<file path="src/alarm_history_defines.vh">
// Purpose: Constants for the alarm history logger.
// Assumes: 40 MHz clock.
// Notes:   Header holds definitions only.
`ifndef ALARM_HISTORY_DEFINES_VH
`define ALARM_HISTORY_DEFINES_VH
`define LOG_DEPTH          10
`define LOG_INDEX_W        4
`define ALARM_W            12
`define STAMP_W            32
`define CLOCK_HZ           40000000
`define TICK_MS            100
`define TICK_CYCLES        ((`CLOCK_HZ / 1000) * `TICK_MS)
`define HOUR_MS            3600000
`define HOUR_TICKS         (`HOUR_MS / `TICK_MS)
`define EMPTY_ALARM        12'hfff
`define EXEC_IDLE          2'h0
`define EXEC_PANEL         2'h1
`define EXEC_TOOL          2'h2
`endif

</file>
<file path="src/alarm_history_logger.v">
// Purpose: Ten-deep alarm history with operating-time stamps.
// Assumes: Storage flops sit on a backed-up supply; reset_n is power-on only.
// Notes:   Alarm reset is not an input here and never touches the log.
`timescale 1ns/10ps
`include "alarm_history_defines.vh"
module alarm_history_logger #(
   parameter TICK_CYCLES = `TICK_CYCLES,
   parameter HOUR_TICKS  = `HOUR_TICKS
) (
   input  wire                    clock,
   input  wire                    reset_n,
   input  wire                    control_power_on,
   input  wire                    main_power_on,
   input  wire                    alarm_raise,
   input  wire [`ALARM_W-1:0]     alarm_number,
   input  wire                    panel_request,
   input  wire                    tool_request,
   input  wire                    history_view_function,
   input  wire                    history_clear_function,
   input  wire [`LOG_INDEX_W-1:0] read_index,
   output reg  [`ALARM_W-1:0]     read_alarm,
   output reg  [`STAMP_W-1:0]     read_stamp,
   output reg                     read_valid,
   output reg                     read_done,
   output reg                     clear_done,
   output reg                     conflict_no_operation_indication,
   output reg  [`STAMP_W-1:0]     operating_time
);

   reg [`ALARM_W-1:0]     log_alarm [0:`LOG_DEPTH-1];
   reg [`STAMP_W-1:0]     log_stamp [0:`LOG_DEPTH-1];
   reg [`LOG_DEPTH-1:0]   log_used;
   reg [31:0]             tick_count;
   wire [`LOG_DEPTH-1:0]  slot_hit;
   wire                   recent_hit;
   wire                   granted;
   wire                   view_now;
   wire                   conflict;
   wire                   log_alarm_now;
   wire                   clear_now;
   integer                k;
   genvar                 s;

   ////////////////////////////////////////////////////////////////////////////
   // Exactly one executor may own a utility function in a given cycle.
   function single_request;
      input panel;
      input tool;
      begin
         single_request = panel ^ tool;
      end
   endfunction

   // The subtraction wraps, so the age stays correct across a counter wrap.
   function slot_is_recent;
      input [`STAMP_W-1:0] now;
      input [`STAMP_W-1:0] stamp;
      reg   [`STAMP_W-1:0] age;
      begin
         age            = now - stamp;
         slot_is_recent = (age <= HOUR_TICKS);
      end
   endfunction

   ////////////////////////////////////////////////////////////////////////////
   // Operating time. Ticks only while both supplies are up, so the stamp
   // counts powered time rather than wall time.
   always @(posedge clock or negedge reset_n) begin
      if (!reset_n) begin
         tick_count     <= 32'h0;
         operating_time <= {`STAMP_W{1'b0}};
      end else if (control_power_on && main_power_on) begin
         if (tick_count == TICK_CYCLES - 1) begin
            tick_count     <= 32'h0;
            operating_time <= operating_time + 1'b1;
         end else begin
            tick_count <= tick_count + 32'h1;
         end
      end
   end

   ////////////////////////////////////////////////////////////////////////////
   // Repeat filter. Any matching entry at most one hour old blocks the new one.
   generate
      for (s = 0; s < `LOG_DEPTH; s = s + 1) begin : g_filter
         assign slot_hit[s] = log_used[s] && (log_alarm[s] == alarm_number) &&
                              slot_is_recent(operating_time, log_stamp[s]);
      end
   endgenerate

   assign recent_hit = |slot_hit;

   ////////////////////////////////////////////////////////////////////////////
   // Executor arbitration. Both executors at once get refused outright.
   assign conflict      = panel_request && tool_request;
   assign granted       = single_request(panel_request, tool_request);
   assign clear_now     = granted && history_clear_function;
   assign view_now      = granted && history_view_function;
   assign log_alarm_now = alarm_raise && !recent_hit;

   always @(posedge clock or negedge reset_n) begin
      if (!reset_n) begin
         conflict_no_operation_indication <= 1'b0;
      end else begin
         conflict_no_operation_indication <= conflict;
      end
   end

   ////////////////////////////////////////////////////////////////////////////
   // Log storage as a shift register: slot 0 is always the newest. A clear in
   // the same cycle as an alarm still keeps that alarm so it is not lost.
   always @(posedge clock or negedge reset_n) begin
      if (!reset_n) begin
         log_used <= {`LOG_DEPTH{1'b0}};
         for (k = 0; k < `LOG_DEPTH; k = k + 1) begin
            log_alarm[k] <= `EMPTY_ALARM;
            log_stamp[k] <= {`STAMP_W{1'b0}};
         end
      end else if (log_alarm_now) begin
         log_alarm[0] <= alarm_number;
         log_stamp[0] <= operating_time;
         log_used[0]  <= 1'b1;
         for (k = 1; k < `LOG_DEPTH; k = k + 1) begin
            log_alarm[k] <= log_alarm[k-1];
            log_stamp[k] <= log_stamp[k-1];
            log_used[k]  <= clear_now ? 1'b0 : log_used[k-1];
         end
      end else if (clear_now) begin
         log_used <= {`LOG_DEPTH{1'b0}};
         for (k = 0; k < `LOG_DEPTH; k = k + 1) begin
            log_alarm[k] <= `EMPTY_ALARM;
         end
      end
   end

   ////////////////////////////////////////////////////////////////////////////
   // Readout, registered one cycle after a granted view request.
   always @(posedge clock or negedge reset_n) begin
      if (!reset_n) begin
         read_alarm <= `EMPTY_ALARM;
         read_stamp <= {`STAMP_W{1'b0}};
         read_valid <= 1'b0;
         read_done  <= 1'b0;
         clear_done <= 1'b0;
      end else begin
         read_done  <= 1'b0;
         clear_done <= clear_now;
         if (view_now) begin
            read_done <= 1'b1;
            if (read_index < `LOG_DEPTH && log_used[read_index]) begin
               read_alarm <= log_alarm[read_index];
               read_stamp <= log_stamp[read_index];
               read_valid <= 1'b1;
            end else begin
               read_alarm <= `EMPTY_ALARM;
               read_stamp <= {`STAMP_W{1'b0}};
               read_valid <= 1'b0;
            end
         end
      end
   end

endmodule

</file>
<file path="config.mk">
export PLATFORM = sky130hd
export DESIGN_NAME = alarm_history_logger
export DESIGN_NICKNAME = d
export VERILOG_FILES = /design/src/alarm_history_logger.v
export VERILOG_INCLUDE_DIRS = /design/src
export SDC_FILE = /design/constraint.sdc
export NUM_CORES = 2
export LEC_CHECK = 0
export BUFFER_PORTS_ARGS = -buffer_cell sky130_fd_sc_hd__buf_2
export CORE_MARGIN = 1
export CORE_UTILIZATION = 53
export CTS_CLUSTER_DIAMETER = 80
export DETAILED_ROUTE_END_ITERATION = 8
export GPL_TIMING_DRIVEN = 0
export PLACE_DENSITY_LB_ADDON = 0.15
export SETUP_SLACK_MARGIN = 0.1
export SYNTH_ARGS = -nofsm -noshare
export SYNTH_HDL_FRONTEND = slang
export SYNTH_SLANG_ARGS = --single-unit
</file>
<file path="constraint.sdc">
create_clock -name clock -period 5.7 [get_ports clock]
set_input_delay 1.14 -clock clock [delete_from_list [all_inputs] [get_ports clock]]
set_output_delay 1.14 -clock clock [all_outputs]
set_load 0.05 [all_outputs]
</file>
==> impl_metrics.yaml <==
critical_path:
  crit_type: "flip-flop to flip-flop"
  max_stage_delay_ns: 0.98
  startpoint_type: "flip-flop"
  crit_buf_inv: 2
  critical_path.cell_chain: "ha_1, o21a_1, o21a_1, o32ai_1, o21ai_0, or4b_2, nor4_1, nand4_1, o41ai_4, nor4_4, nand2_4, buf_6, buf_4, mux2_1"
  crit_path_frequent_cell: "o21a_1"
  crit_family: "simple AND/OR/NAND/NOR gates"
  required_ns: 6.25
  ff2ff_path_depth: 14
  worst_path_max_delay_cell: "dfrtp_1"
  worstPathArrival_ns: 6.11
  cp_max_fo: 17
  end_kind: "flip-flop"
  worstSetupPathDepth: 14
global_routing:
  grt_remaining_overflow: 0
  antenna_found_initial: 0
  grt_max_degree: 121
  grt_pass1_vias: 38808
  grt_pass1_wl_mm: 228
  grt_usage: 0.334
layout:
  num_antenna_cells: 0
  layout_commonest_cell: "dfrtp_1"
  layout_common_cells: "405 x dfrtp_1, 396 x mux2i_1, 378 x inv_1"
  nets: 5477
  area_growth_pct: 9.88
  final_area_mm2: 0.0507
  drive_gt1_frac: 0.125
  finalNonFillerCells: 6337
  nFillCells: 7588
routing:
  wirelength_mm: 152
  viasPerCell: 6.35
  drtIter0Drc: 3332
  final_antenna_net_count: 0
  wire_per_inst_um: 23.9
  num_vias: 40256
  route.detailed.drc: 0
  drt_pass1_iterations: 6
yosys:
  synth_nets: 5306
  synthCells: 4968
  synth-seq-cells: 562
  synthTopCellsByArea: "dfrtp_1 23%, mux2i_1 8.6%, ha_1 8.5%"
  avgSynthCellArea_um2: 9.29
  ys_seq_area_frac: 0.308
  synth_warnings: 0
  synth_edf_count: 0
  async_flop_share: 1.00
  ys_types: 92
  yosys.area.top_type: "dfrtp_1"
  synth-main-ff-cell: "dfrtp_1"
  synth_top_area_share: 0.233
  netlist_area_mm2: 0.0461
power_and_ir_drop:
  switching_power_mw: 2.66
  p_per_area_mw_per_mm2: 198
  power_leakage_nw: 23.5
  pwr-share-clk: 0.448
  power.total_mw: 10.0
  ir_drop_uv: 221
  netSwitchingFraction: 0.266
  internal_power_mw: 7.36
  combPwrFrac: 0.105
  seq_power_share: 0.446
clocking:
  hold_buffers: 0
  tritoncts: "yes"
  cts.root.buffer_cell: "clkbuf_16"
  cts_sinks: 562
  cts_made_buffers: 69
  cts_max_level: 3
  clk_latency_ns: 0.63
  cts_buffer_depth: 3
  cts.reportedPaths.clkPinSlew_ns: 0.06
floorplan:
  core_mm2: 0.0857
  chipWidth_um: 297
  die_h_um: 297
  io_pins: 105
  floorplan.initialDensity: 0.539
  die_area_mm2: 0.0883
  rows: 107
timing:
  fmax_mhz: 180
  period_share: 0.976
  finalSetupTns_ns: 0
  skew_ns: 0.0266
  period_minus_slack_ns: 5.56
  max_slew_margin: 0.0830
  fin_ws_ns: 0.136
  rsz0062_at_grt: "false"
  hold_viol_final: 0
  finalMaxSlewViolations: 0
  setup_viol: 0
  worst_slew_pin_slew_ns: 1.37
placement:
  gp_congestion: 1.01
  place_area_mm2: 0.0483
  numPlacedInstances: 6217
  hpwl_mm: 121
  io_buffers: 98
  preCtsSetupSlack_ns: -0.799
run_status:
  outcome: "finished, final reports clean"
job:
  drv_cap: 0
worst_hold_path:
  hold_class: "primary input to asynchronous set/reset pin"
[routing by layer]
metal | routed length (um) | share of wire | up-vias | track usage
met1 | 66100 | 0.44 | 19774 | 0.462
met2 | 67600 | 0.45 | 1594 | 0.526
met4 | 6140 | 0.040 | 0 | 0.137
met5 | 0 | 0 | - | 0
met3 | 11700 | 0.077 | 291 | 0.0458
li1 | - | - | 18597 | -
[power by group through the flow]
| stage | clock, mW | combinational [mW] | sequential [mW] |
|---|---|---|---|
| global placement | 0 | 1.01 | 4.52 |
| floorplan | 0 | 0.665 | 4.49 |
| CTS | 4.57 | 1.05 | 4.46 |
| global route | 4.72 | 1.12 | 4.49 |
| finish | 4.50 | 1.05 | 4.48 |
| detailed placement | 0 | 1.05 | 4.53 |
[cell type report]
| class | count | area [um^2] | area share |
|---|---|---|---|
| Buffer | 220 | 1030 | 0.0203 |
| Clock buffer | 93 | 1990 | 0.0392 |
| Inverter | 379 | 1430 | 0.0281 |
| Clock inverter | 32 | 330 | 0.00651 |
| Sequential cell | 562 | 14300 | 0.281 |
| Tap cell | 1144 | 1430 | 0.0282 |
| Timing Repair Buffer | 110 | 706 | 0.0139 |
| Multi-Input combinational cell | 3797 | 29500 | 0.582 |
[state kept, by name (all words and copies together) (netlist names)]
name                              cells
tick_count                           32
log_used                             10
read_stamp                           32
read_alarm                           12
read_valid                            1
read_done                             1
clear_done                            1
operating_time                       32
conflict_no_operation_indication      1
log_alarm                           120
log_stamp                           320
[final timing paths]
check	start	to	slack, ns
setup reg to reg	operating_time[27]	log_alarm[105]	0.14
min in group clock	tick_count[6]	tick_count[6]	0.48
max in group asynchronous	reset_n	read_done	3.39
hold reg to reg	tick_count[6]	tick_count[6]	0.48
setup / recovery	operating_time[27]	log_alarm[105]	0.14
hold / removal	reset_n	operating_time[6]	0.36
[Yosys cell counts (all sizes together), types with 12 or more instances]
cell type    n
dfrtp      430
mux2i      396
inv        379
nand2      336
a21oi      321
ha         313
nor2       227
o21ai      208
xnor2      206
mux2       176
nand2b     162
xor2       155
clkbuf     153
dfstp      132
nand3      113
nand4      103
mux4        90
nor3        88
a21o        78
buf         77
o21a        77
nor4        50
o211ai      49
a31oi       46
o22ai       43
a211oi      40
a22o        35
and3        34
nor2b       30
o2111ai     30
or2         25
and2        23
o21bai      22
or3         22
o221ai      19
o31ai       19
a211o       16
a21boi      16
a2111oi     15
a311oi      12
and4        12
nand3b      12
o211a       12
o31a        12
o41ai       12
[through the flow]
stage	hold slack, ns	util
CTS	0.338	0.591
finish	0.361	0.592
global route	0.358	0.592
global placement	0.461	0.561
detailed placement	0.467	0.563
floorplan	0.445	-
[kinds of logic (layout without fill, tap and decap cells)]
kind of cell	after synthesis	after routing	share of synthesized area
AOI/OAI and AO/OA	1182	1182	0.171
xor gates and xnor gates	361	361	0.0685
adders and majority gates	313	313	0.0849
buffers and inverters	609	834	0.0539
DFF	562	562	0.308
muxes	662	662	0.173
and+or+nand+nor	1279	1279	0.141
[what timing repair did]
action,in CTS,in global routing
pin swaps,2,3
buffers inserted,2,3
endpoints found under the setup margin,450,450
gates resized for setup,27,27
(Power assumes the default switching activity.)
